<file path="src/monitor_status_defs.vh">
// Purpose: Offsets, bit positions and reset values of the two monitor status registers.
// Assumes: Included by bare name from the status register bank; the bench uses literal offsets.
// Notes: Definitions only.
`ifndef MONITOR_STATUS_DEFS_VH
`define MONITOR_STATUS_DEFS_VH

// Register offsets on the management register port
`define FAN_LIMIT_FLAGS_ADDR 8'h22
`define TEMP_EVENT_FLAGS_ADDR 8'h23

// Power-on values and the unmapped read value
`define FAN_LIMIT_FLAGS_RESET 8'h00
`define TEMP_EVENT_FLAGS_RESET 8'h00
`define UNMAPPED_READ_VALUE 8'h00

// Field positions in temp_event_flags
`define INT_TEMP_BIT 0
`define BATTERY_BIT 1
`define ANALOG_IN_EIGHT_BIT 2
`define THERMAL_EVENT_BIT 3
`define FAN_CONTROL_EVENT_BIT 4
`define UNUSED_BIT 5
`define INTRUSION_BIT 6
`define GENERAL_PIN_SIXTEEN_BIT 7

`endif

</file>
<file path="src/sync_two_flop.v">
// Purpose: Two-flop synchroniser for one asynchronous pin level.
// Assumes: Pin changes no faster than a few clock periods.
// Notes: Only the second flop may be read by other logic.
`timescale 1ns/1ps
module sync_two_flop (
    input wire clk_i,
    input wire rstn_i,
    input wire async_i,
    output reg sync_o
);
    reg meta_q;

    always @(posedge clk_i) begin
        if (!rstn_i) begin
            meta_q <= 1'b0;
            sync_o <= 1'b0;
        end else begin
            meta_q <= async_i;
            sync_o <= meta_q;
        end
    end
endmodule // sync_two_flop

</file>
<file path="src/monitor_status_flags_3_4.v">
// Purpose: Fan limit flags and temperature/event flags of a system hardware monitor.
// Assumes: Comparators, conversion sequencer, thermal and fan control logic run on clk_i
//          and hand in per-channel results and one-cycle event pulses.
// Notes: Registers are reached over the internal register port behind the
//        management bus slave; a read answers one cycle later.
//        Event bits 3 and 4 and the event part of bit 0 clear on a read of the second register;
//        an event in the same cycle as that read wins, so none is lost.
//
// How it works
// - Both register images reset to all zeros; fan flags and bits 1-2 stay zero until a conversion completes.
// - Fan bit n is fan n's over-high-limit result of the last conversion.
// - Bits 0-2 show out-of-window results of the last conversion.
// - Internal temperature flag also sets when internal thermal mode engages.
// - Internal temperature flag also sets when internal thermal mode disengages.
// - Thermal-event flag sets when thermal mode engages on any channel.
// - Thermal-event flag sets when thermal mode disengages on any channel.
// - Fan-control event flag sets when automatic control turns the fan on.
// - Fan-control event flag sets when the fan turns off under automatic control.
// - Bit 5 of the second register always reads zero.
// - Bit 6 latches an intrusion event until explicitly cleared.
// - As input, bit 7 reads one while pin sixteen is asserted.
// - As output, written bit 7 drives pin sixteen asserted, polarity configurable.
// - Bit 7 is writable only while pin sixteen is an output.
`timescale 1ns/1ps
`include "monitor_status_defs.vh"

module monitor_status_flags_3_4 #(
    parameter FAN_COUNT = 8,
    parameter ADDR_WIDTH = 8
) (
    input wire clk_i,
    input wire rstn_i,
    // Register port
    input wire [ADDR_WIDTH-1:0] reg_addr_i,
    input wire reg_wr_i,
    input wire reg_rd_i,
    input wire [7:0] reg_wdata_i,
    output reg [7:0] reg_rdata_o,
    output reg reg_rvalid_o,
    // Conversion results, same clock
    input wire conv_done_i,
    input wire [FAN_COUNT-1:0] fan_over_high_i,
    input wire int_temp_out_i,
    input wire battery_out_i,
    input wire analog_in_eight_out_i,
    // Thermal and fan control event pulses, same clock
    input wire int_thermal_engage_i,
    input wire int_thermal_release_i,
    input wire any_thermal_engage_i,
    input wire any_thermal_release_i,
    input wire automatic_fan_control_i,
    input wire fan_turn_on_i,
    input wire fan_turn_off_i,
    // Chassis intrusion
    input wire intrusion_pin_i,
    input wire intrusion_clear_i,
    // General pin sixteen and its configuration
    input wire general_pin_sixteen_i,
    input wire pin_sixteen_is_output_i,
    input wire pin_sixteen_active_high_i,
    output reg general_pin_sixteen_o,
    output reg general_pin_sixteen_oe_n_o,
    // Register images for the rest of the monitor
    output reg [7:0] fan_limit_flags_o,
    output reg [7:0] temp_event_flags_o
);

    // Conversion-cycle result flags
    reg [FAN_COUNT-1:0] fan_flags_q;
    reg [FAN_COUNT-1:0] fan_flags_d;
    reg [2:0] window_flags_q;
    reg [2:0] window_flags_d;

    // One-shot event flags, cleared by reading the register
    reg int_event_q;
    reg int_event_d;
    reg thermal_event_flag_q;
    reg thermal_event_flag_d;
    reg fan_control_event_flag_q;
    reg fan_control_event_flag_d;

    // Intrusion latch and pin sixteen state
    reg intrusion_flag_q;
    reg intrusion_flag_d;
    reg pin_bit_q;
    reg pin_bit_d;

    wire intrusion_sync;
    wire pin_sixteen_sync;

    // Decoded accesses
    wire wr_temp_reg;
    wire rd_temp_reg;
    wire rd_fan_reg;

    // Assembled register views
    reg [7:0] fan_view;
    reg [7:0] temp_view;
    reg general_pin_sixteen_bit;
    reg [7:0] rdata_d;
    reg drive_level_d;

    sync_two_flop u_sync_intrusion (
        .clk_i(clk_i),
        .rstn_i(rstn_i),
        .async_i(intrusion_pin_i),
        .sync_o(intrusion_sync)
    );

    sync_two_flop u_sync_pin_sixteen (
        .clk_i(clk_i),
        .rstn_i(rstn_i),
        .async_i(general_pin_sixteen_i),
        .sync_o(pin_sixteen_sync)
    );

    // Offsets sized to the port so the decode compares equal widths
    localparam [ADDR_WIDTH-1:0] FAN_ADDR = `FAN_LIMIT_FLAGS_ADDR;
    localparam [ADDR_WIDTH-1:0] TEMP_ADDR = `TEMP_EVENT_FLAGS_ADDR;

    assign wr_temp_reg = reg_wr_i && (reg_addr_i == TEMP_ADDR);
    assign rd_temp_reg = reg_rd_i && (reg_addr_i == TEMP_ADDR);
    assign rd_fan_reg = reg_rd_i && (reg_addr_i == FAN_ADDR);

    // Limit results are refreshed only at the end of a conversion cycle
    always @* begin
        fan_flags_d = fan_flags_q;
        window_flags_d = window_flags_q;
        if (conv_done_i) begin
            fan_flags_d = fan_over_high_i;
            window_flags_d = {analog_in_eight_out_i, battery_out_i, int_temp_out_i};
        end
    end

    // Event flags: a set in the same cycle as the clearing read wins,
    // so an event is never lost to a read racing it.
    always @* begin
        int_event_d = int_event_q;
        if (rd_temp_reg) begin
            int_event_d = 1'b0;
        end
        if (int_thermal_engage_i) begin
            int_event_d = 1'b1;
        end
        if (int_thermal_release_i) begin
            int_event_d = 1'b1;
        end
    end

    always @* begin
        thermal_event_flag_d = thermal_event_flag_q;
        if (rd_temp_reg) begin
            thermal_event_flag_d = 1'b0;
        end
        if (any_thermal_engage_i) begin
            thermal_event_flag_d = 1'b1;
        end
        if (any_thermal_release_i) begin
            thermal_event_flag_d = 1'b1;
        end
    end

    // Fan events count only while automatic control owns the fan
    always @* begin
        fan_control_event_flag_d = fan_control_event_flag_q;
        if (rd_temp_reg) begin
            fan_control_event_flag_d = 1'b0;
        end
        if (automatic_fan_control_i && fan_turn_on_i) begin
            fan_control_event_flag_d = 1'b1;
        end
        if (automatic_fan_control_i && fan_turn_off_i) begin
            fan_control_event_flag_d = 1'b1;
        end
    end

    // Intrusion stays recorded after the pin goes quiet; set beats clear
    always @* begin
        intrusion_flag_d = intrusion_flag_q;
        if (intrusion_clear_i) begin
            intrusion_flag_d = 1'b0;
        end
        if (intrusion_sync) begin
            intrusion_flag_d = 1'b1;
        end
    end

    // Pin sixteen: host data only lands while the pin is an output
    always @* begin
        pin_bit_d = pin_bit_q;
        if (wr_temp_reg && pin_sixteen_is_output_i) begin
            pin_bit_d = reg_wdata_i[`GENERAL_PIN_SIXTEEN_BIT];
        end
    end

    // Asserted level of the pin follows the polarity setting
    always @* begin
        if (pin_sixteen_is_output_i) begin
            general_pin_sixteen_bit = pin_bit_q;
        end else if (pin_sixteen_active_high_i) begin
            general_pin_sixteen_bit = pin_sixteen_sync;
        end else begin
            general_pin_sixteen_bit = ~pin_sixteen_sync;
        end
    end

    // Drive follows the next stored bit so the pin moves with the write
    always @* begin
        if (pin_sixteen_active_high_i) begin
            drive_level_d = pin_bit_d;
        end else begin
            drive_level_d = ~pin_bit_d;
        end
    end

    // Register views; all other write data is dropped
    always @* begin
        fan_view = 8'h00;
        fan_view[FAN_COUNT-1:0] = fan_flags_q;
        temp_view = `TEMP_EVENT_FLAGS_RESET;
        temp_view[`INT_TEMP_BIT] = window_flags_q[0] | int_event_q;
        temp_view[`BATTERY_BIT] = window_flags_q[1];
        temp_view[`ANALOG_IN_EIGHT_BIT] = window_flags_q[2];
        temp_view[`THERMAL_EVENT_BIT] = thermal_event_flag_q;
        temp_view[`FAN_CONTROL_EVENT_BIT] = fan_control_event_flag_q;
        temp_view[`UNUSED_BIT] = 1'b0;
        temp_view[`INTRUSION_BIT] = intrusion_flag_q;
        temp_view[`GENERAL_PIN_SIXTEEN_BIT] = general_pin_sixteen_bit;
    end

    // Read data; unmapped offsets answer zero
    always @* begin
        if (rd_fan_reg) begin
            rdata_d = fan_view;
        end else if (rd_temp_reg) begin
            rdata_d = temp_view;
        end else if (reg_rd_i) begin
            rdata_d = `UNMAPPED_READ_VALUE;
        end else begin
            rdata_d = reg_rdata_o;
        end
    end

    // Conversion results; status bits take no write data at all
    always @(posedge clk_i) begin
        if (!rstn_i) begin
            fan_flags_q <= {FAN_COUNT{1'b0}};
            window_flags_q <= 3'h0;
        end else begin
            fan_flags_q <= fan_flags_d;
            window_flags_q <= window_flags_d;
        end
    end

    always @(posedge clk_i) begin
        if (!rstn_i) begin
            int_event_q <= 1'b0;
            thermal_event_flag_q <= 1'b0;
            fan_control_event_flag_q <= 1'b0;
        end else begin
            int_event_q <= int_event_d;
            thermal_event_flag_q <= thermal_event_flag_d;
            fan_control_event_flag_q <= fan_control_event_flag_d;
        end
    end

    always @(posedge clk_i) begin
        if (!rstn_i) begin
            intrusion_flag_q <= 1'b0;
            pin_bit_q <= 1'b0;
        end else begin
            intrusion_flag_q <= intrusion_flag_d;
            pin_bit_q <= pin_bit_d;
        end
    end

    always @(posedge clk_i) begin
        if (!rstn_i) begin
            reg_rdata_o <= 8'h00;
            reg_rvalid_o <= 1'b0;
        end else begin
            reg_rdata_o <= rdata_d;
            reg_rvalid_o <= reg_rd_i;
        end
    end

    // Pin floats until configured as an output
    always @(posedge clk_i) begin
        if (!rstn_i) begin
            general_pin_sixteen_o <= 1'b0;
            general_pin_sixteen_oe_n_o <= 1'b1;
        end else begin
            general_pin_sixteen_o <= drive_level_d;
            general_pin_sixteen_oe_n_o <= ~pin_sixteen_is_output_i;
        end
    end

    // Images lag the stored state by one cycle
    always @(posedge clk_i) begin
        if (!rstn_i) begin
            fan_limit_flags_o <= `FAN_LIMIT_FLAGS_RESET;
            temp_event_flags_o <= `TEMP_EVENT_FLAGS_RESET;
        end else begin
            fan_limit_flags_o <= fan_view;
            temp_event_flags_o <= temp_view;
        end
    end

endmodule // monitor_status_flags_3_4

</file>
<file path="config.mk">
export PLATFORM = sky130hd
export DESIGN_NAME = monitor_status_flags_3_4
export DESIGN_NICKNAME = d
export VERILOG_FILES = /design/src/sync_two_flop.v /design/src/monitor_status_flags_3_4.v
export VERILOG_INCLUDE_DIRS = /design/src /design/src/src
export SDC_FILE = /design/constraint.sdc
export NUM_CORES = 1
export LEC_CHECK = 0
export ABC_AREA = 1
export BUFFER_PORTS_ARGS = -buffer_cell sky130_fd_sc_hd__buf_2
export CORE_UTILIZATION = 50
export DETAILED_ROUTE_END_ITERATION = 10
export PLACE_DENSITY = 0.93
export SLEW_MARGIN = 5
export SYNTH_ARGS = -nofsm -noshare
export SYNTH_HDL_FRONTEND = slang
export SYNTH_HIERARCHICAL = 1
export SYNTH_SLANG_ARGS = --single-unit
</file>
<file path="constraint.sdc">
create_clock -name clk_i -period 2.25 [get_ports clk_i]
set_input_delay 0.1125 -clock clk_i [delete_from_list [all_inputs] [get_ports clk_i]]
set_output_delay 0.1125 -clock clk_i [all_outputs]
set_load 0.03 [all_outputs]
</file>
==> flow_summary.ini, run 1 <==
[power_and_ir_drop]
p_sw_frac = 0.254
power.switching_mw = 0.396
design_power_total_mw = 1.56
power.density_nw_per_um2 = 699
p_int_mw = 1.17
combinationalPowerShare = 0.121
power_frac_clock = 0.321
leakage_nw = 1.28
seq_power_share = 0.558
ir_drop_mv = 0.523

[synthesis]
synth_nets = 268
mappedNetlistArea_um2 = 1700
netlist_instances = 224
syn_area_per_cell_um2 = 7.58
yosysTopAreaCellShare = 0.542
synth.yosys.seq_area_share = 0.542
netlist-cell-type-count = 21
yosysWarnings = 6
synth_top_area_cell = dfxtp_1
flop_and_latch_count_out_of_synthesis = 46
post_synth_main_area_contributors = dfxtp_1 (54%), nand2_1 (14%), inv_1 (8.2%)

[clock_network]
clkTransAtPathRegs_ps = 130
cts_repair_resize_count = 0
clock_sink_count = 46
cts_max_level = 2
clock_insertion_delay_worst_skew_ps = 360
clock_tree.buffer_depth = 2
postCtsSetupRepairBufs = 0
post_cts_hold_buffer_count = 11
clk_root_buffer_cell = clkbuf_4
total_cts_buffers = 5
cts_tree = done

[setup_path]
worst_path_class_setup = reg2out
crit_slowest_cell = dfxtp_1
worstPathCellList = buf_2
cp-start-kind = register
r2r-end = reg_rdata_o[7]$_SDFFE_PN0P_
arrival_time_reported_for_the_critical_path_endpoint_ps = 930
timing.critical_path.buf_inv = 1
critical-path-top-delay-family = flip-flops
setup_slack_of_the_most_critical_reg_to_reg_path_ps = 1260
worstSetupEndpointType = output pin
critical_path.max_fanout = 2
max_stage_delay_ps = 360
rr_worst_depth = 5
critical_path.reg2reg.startpoint = u_sync_pin_sixteen/sync_o$_SDFF_PN0_
cp.required_ps = 2140

[timing]
setup-violations-final = 0
finalCriticalPeriod_ps = 1040
final-hold-violation-count = 0
totalNegativeSetupSlack_ps = 0
rsz0062_at_grt = no
report.final.slew_viol_count = 0
timing.final.crit_share = 0.463
layout_skew_ps = 9.76
max_freq_mhz = 960

[grt]
grt_antenna_before_repair = 0
first_global_vias = 1372
grt_util_all_layers = 0.214
pin_count_of_the_biggest_net_entering_global_routing = 24
wire_length_of_the_first_global_routing_pass_um = 5590
global_route.overflow_total = 0

[hold_path]
hold_path_origin = int_thermal_engage_i
worstHoldEndpoint = int_event_q$_SDFFE_PN0P_
hold-path-cell-count = 3
worst_min_delay_path_class = in2reg

[detailed_routing]
residual_drc_count = 0
drtAntennaViolNets = 0
vias = 1535
drt-vias-per-instance = 4.45
final_wirelength_um = 3440
number_of_detailed_route_iterations_in_the_first_pass = 4
wl_per_cell_um = 9.97
first_iter_violations = 86

[cells_and_area]
mostFrequentLayoutCells = nand2_1 (62), buf_2 (62), dfxtp_1 (46)
post_route_cells_drive_above_1_share = 0.262
flow.area_growth_from_synthesis_pct = 31.6
antennaDiodeCount = 0
nets = 344

[floorplan]
fp.dieArea_um2 = 3630
design.portCount = 71
design.core.area_um2 = 3130
chipHeight_um = 60.3
rows = 20
start_util = 0.543
chipWidth_um = 60.3

[flow_run]
max_cap_violations = 0

[placement]
post-dp-hpwl_um = 2360
port-buffer-count = 62
gp_congestion = 0.792

[status]
run_status = finished, final reports clean
cell type report:
type                       count  area [um2]
clock buffer                   5        37.5
multi-input combinational    133         593
tap                           44        55.1
clock inverter                 3        43.8
sequential                    46         921
inverter                      39         146
timing repair buffer          75         438
fill                         254         893
power groups by stage:
stage	clock, mW	sequential [mW]	combinational, mW
6_report	0.501	0.871	0.190
5_1_grt	0.560	0.877	0.211
4_1_cts	0.513	0.871	0.188
3_5_place_dp	0	0.889	0.173
3_3_place_gp	0	0.887	0.169
2_1_floorplan	0	0.923	0.0741
state kept, by name (all words and copies together) (netlist names), 3 cells and up:
signal              count
fan_flags_q             8
fan_limit_flags_o       8
reg_rdata_o             8
temp_event_flags_o      7
window_flags_q          3
synthesized netlist by cell type:
cell       n
nor2_2     1
buf_4      1
conb_1     1
o21ai_2    1
nor2_1    29
o21ai_0   15
nand3_4    1
inv_1     37
buf_6      1
clkbuf_1   1
xnor2_1    1
dfxtp_1   46
inv_2      2
nand3_1    4
buf_2      3
o22ai_1    1
a21oi_1   13
nand2_1   62
o21ai_1    1
nor2_4     2
nand4_2    1
through the flow:
| stage | utilization | cells | setup WS, ps | hold slack, ps | instance area [um2] |
|---|---|---|---|---|---|
| floorplan | - | 224 | 1380 | 174 | 1700 |
| global placement | 0.650 | 325 | 1170 | 294 | 2030 |
| finish | 0.714 | 345 | 1210 | 12.7 | 2230 |
| CTS | 0.711 | 344 | 1190 | 1.96 | 2220 |
| detailed placement | 0.650 | 325 | 1150 | 299 | 2030 |
| global route | 0.714 | 345 | 1120 | 6.22 | 2230 |
cells by family (layout without fill, tap and decap cells):
kind of cell    count (synthesis)  after routing  share of synthesized area
simple gates                  100            100                      0.248
flops                          46             46                      0.542
buf+inv                        45            122                      0.108
compound gates                 31             31                     0.0943
other cells                     1              1                    0.00221
xor+xnor                        1              1                    0.00516
metal layers:
metal | part of all wire | track usage
met4 | 0.013 | 0.0997
met1 | 0.43 | 0.237
met2 | 0.49 | 0.369
met3 | 0.060 | 0.0649
met5 | 0 | 0
how the worst max path moves through the flow:
stage	from	end	slack, ps	cells after the start
after floorplan	u_sync_pin_sixteen/sync_o$_SDFF_PN0_	reg_rdata_o[7]$_SDFFE_PN0P_	1380	5
after global placement	rstn_i	reg_rdata_o[4]$_SDFFE_PN0P_	1170	6
after detailed placement	rstn_i	reg_rdata_o[4]$_SDFFE_PN0P_	1150	6
after CTS	reg_rdata_o[5]$_SDFFE_PN0P_	reg_rdata_o[5]	1190	1
after global routing	reg_rdata_o[3]$_SDFFE_PN0P_	reg_rdata_o[3]	1120	1
final	reg_rdata_o[5]$_SDFFE_PN0P_	reg_rdata_o[5]	1210	1
Note: power is estimated with default switching activity, not from simulation.
==> run 2, diff against run 1 <==
--- a/config.mk
+++ b/config.mk
@@ -8,9 +8,9 @@
 export LEC_CHECK = 0
 export ABC_AREA = 1
 export BUFFER_PORTS_ARGS = -buffer_cell sky130_fd_sc_hd__buf_2
-export CORE_UTILIZATION = 50
+export CORE_UTILIZATION = 42
 export DETAILED_ROUTE_END_ITERATION = 10
-export PLACE_DENSITY = 0.93
+export PLACE_DENSITY = 0.84
 export SLEW_MARGIN = 5
 export SYNTH_ARGS = -nofsm -noshare
 export SYNTH_HDL_FRONTEND = slang
==> constraint.sdc (replaced) <==
create_clock -name clk_i -period 0.9 [get_ports clk_i]
set_input_delay 0.045 -clock clk_i [delete_from_list [all_inputs] [get_ports clk_i]]
set_output_delay 0.045 -clock clk_i [all_outputs]
set_load 0.03 [all_outputs]
==> run 2 against run 1 <==
The flow now finishes with violations (negative hold slack). Clock power rose to 3.0 times the previous value. Clock-buffer cell count is 1 higher. Critical path type is now reg2reg. Critical path depth increased by 4. First-iteration DRC count rose by 52%.
==> flow_summary.ini, run 2 (synthesis gave the netlist of run 1 again) <==
[status]
run_status = finished, violations left
violated_checks = negative hold slack

[detailed_routing]
residual_drc_count = 0
wl_per_cell_um = 9.84
drt-vias-per-instance = 4.46
first_iter_violations = 131
drtAntennaViolNets = 0
number_of_detailed_route_iterations_in_the_first_pass = 4
vias = 1571
final_wirelength_um = 3460

[placement]
numPlacedInstances = 336
port-buffer-count = 62
gp_congestion = 0.811
post-dp-hpwl_um = 2640

[power_and_ir_drop]
power_frac_clock = 0.358
p_sw_frac = 0.239
power.density_nw_per_um2 = 1800
seq_power_share = 0.524
p_int_mw = 3.16
leakage_nw = 1.31
ir_drop_mv = 1.21
combinationalPowerShare = 0.118
power.switching_mw = 0.992

[grt]
wire_length_of_the_first_global_routing_pass_um = 5730
grt_util_all_layers = 0.178
grt_antenna_before_repair = 0
global_route.overflow_total = 0
first_global_vias = 1386
pin_count_of_the_biggest_net_entering_global_routing = 21

[clock_network]
clock_sink_count = 46
cts_max_level = 2
clkTransAtPathRegs_ps = 80
clock_insertion_delay_worst_skew_ps = 290
clock_tree.buffer_depth = 2
total_cts_buffers = 5
postCtsSetupRepairBufs = 0
clk_root_buffer_cell = clkbuf_8
cts_tree = done

[floorplan]
start_util = 0.450
chipWidth_um = 65.6
chipHeight_um = 65.6
fp.dieArea_um2 = 4300
design.core.area_um2 = 3770
rows = 22
design.portCount = 71

[timing]
layout_skew_ps = 8.26
max_freq_mhz = 1130
final-hold-violation-count = 1
finalCriticalPeriod_ps = 882
totalNegativeSetupSlack_ps = 0
setup-violations-final = 0
timing.final.crit_share = 0.980
report.final.slew_viol_count = 0
hold_slack_ps = -7.50
rsz0062_at_grt = yes

[setup_path]
cp-start-kind = register
crit_slowest_cell = dfxtp_1
timing.critical_path.buf_inv = 0
cp.required_ps = 1090
worstSetupEndpointType = register
worstPathCellList = xnor2_1 -> o21ai_1 -> nor2_1 -> nor2_1 -> nor2_1
arrival_time_reported_for_the_critical_path_endpoint_ps = 1080
critical_path.max_fanout = 2
critical-path-top-delay-family = flip-flops
worstSetupStartpoint = u_sync_pin_sixteen/sync_o$_SDFF_PN0_
max_stage_delay_ps = 310
worst_path_class_setup = reg2reg
cp_common_cell = nor2_1
critical_path.reg2reg.startpoint = u_sync_pin_sixteen/sync_o$_SDFF_PN0_

[cells_and_area]
post_route_cells_drive_above_1_share = 0.286
antennaDiodeCount = 0
layout_cells_excl_fill = 352
nFillCells = 336
seq_area_um2 = 923
flow.area_growth_from_synthesis_pct = 36.1
top_regs = fan_flags_q x8, fan_limit_flags_o x8, reg_rdata_o x8
layout.cells.most_common = nand2_1
area_taken_by_multi_input_logic_gates_um2 = 593
nets = 347
mostFrequentLayoutCells = nand2_1 (62), buf_2 (56), dfxtp_1 (44)

[hold_path]
hold_path_origin = fan_over_high_i[5]
worst_min_delay_path_class = in2reg

[flow_run]
max_cap_violations = 0
run 2: changes by cell type in the layout (fill, tap and decap cells not counted), sizes merged:
cell and change:
dlygate4sd3 -4, buf +7, clkinvlp +1, clkinv -1, clkbuf +1, inv -1
run 2: path summary, 6_finish.rpt:
check	endpoint	slack [ps]	depth (start not counted)
max	reg_rdata_o[7]$_SDFFE_PN0P_	20	5
min	fan_flags_q[5]$_SDFFE_PN0P_	-8	3
max reg2reg	reg_rdata_o[7]$_SDFFE_PN0P_	20	5
min reg2reg	u_sync_pin_sixteen/sync_o$_SDFF_PN0_	410	2
run 2: layer usage:
layer  GRT usage  vias to the layer above  wire length (um)
li1            -                      831                 -
met1       0.208                      677              1550
met2       0.296                       55              1610
met3      0.0538                        8               226
met4      0.0815                        0                71
met5           0                        -                 0
run 2: layout make-up:
type	instances	area share
clock inverters	2	0.0162
inverters	39	0.0633
clock buffers	6	0.0314
flip-flops and latches	46	0.400
repair buffers	78	0.207
multi-input cells	133	0.257
well taps	48	0.0260
run 2: per-stage QoR:
step | utilization | area (um2) | setup slack [ps] | total power, mW | hold WS (ps)
floorplan | - | 1700 | 25.1 | 2.49 | 107
global placement | 0.558 | 2100 | -52.4 | 2.67 | 224
detailed placement | 0.558 | 2100 | -55.3 | 2.69 | 232
CTS | 0.609 | 2300 | 2.01 | 4.19 | 0.916
global route | 0.613 | 2310 | -55.7 | 4.34 | 10.1
finish | 0.613 | 2310 | 18.3 | 4.15 | -7.50
run 2: power groups by stage:
stage	registers [mW]	logic (mW)	clock network [mW]
finish	2.18	0.491	1.49
global placement	2.22	0.454	0
floorplan	2.31	0.185	0
global route	2.19	0.543	1.61
CTS	2.18	0.493	1.52
detailed placement	2.22	0.464	0
run 2: what timing repair did:
action,in CTS,in global routing
gates resized for setup,2,12
gates cloned,0,0
hold endpoints to repair,8,0
endpoints found under the setup margin,2,8
hold buffers,8,0
pin swaps,0,2
run 2: tightest hold or removal path, cell delays in order:
cell and delay, ps:
buf_2 80, nor2_1 40, nor2_1 90
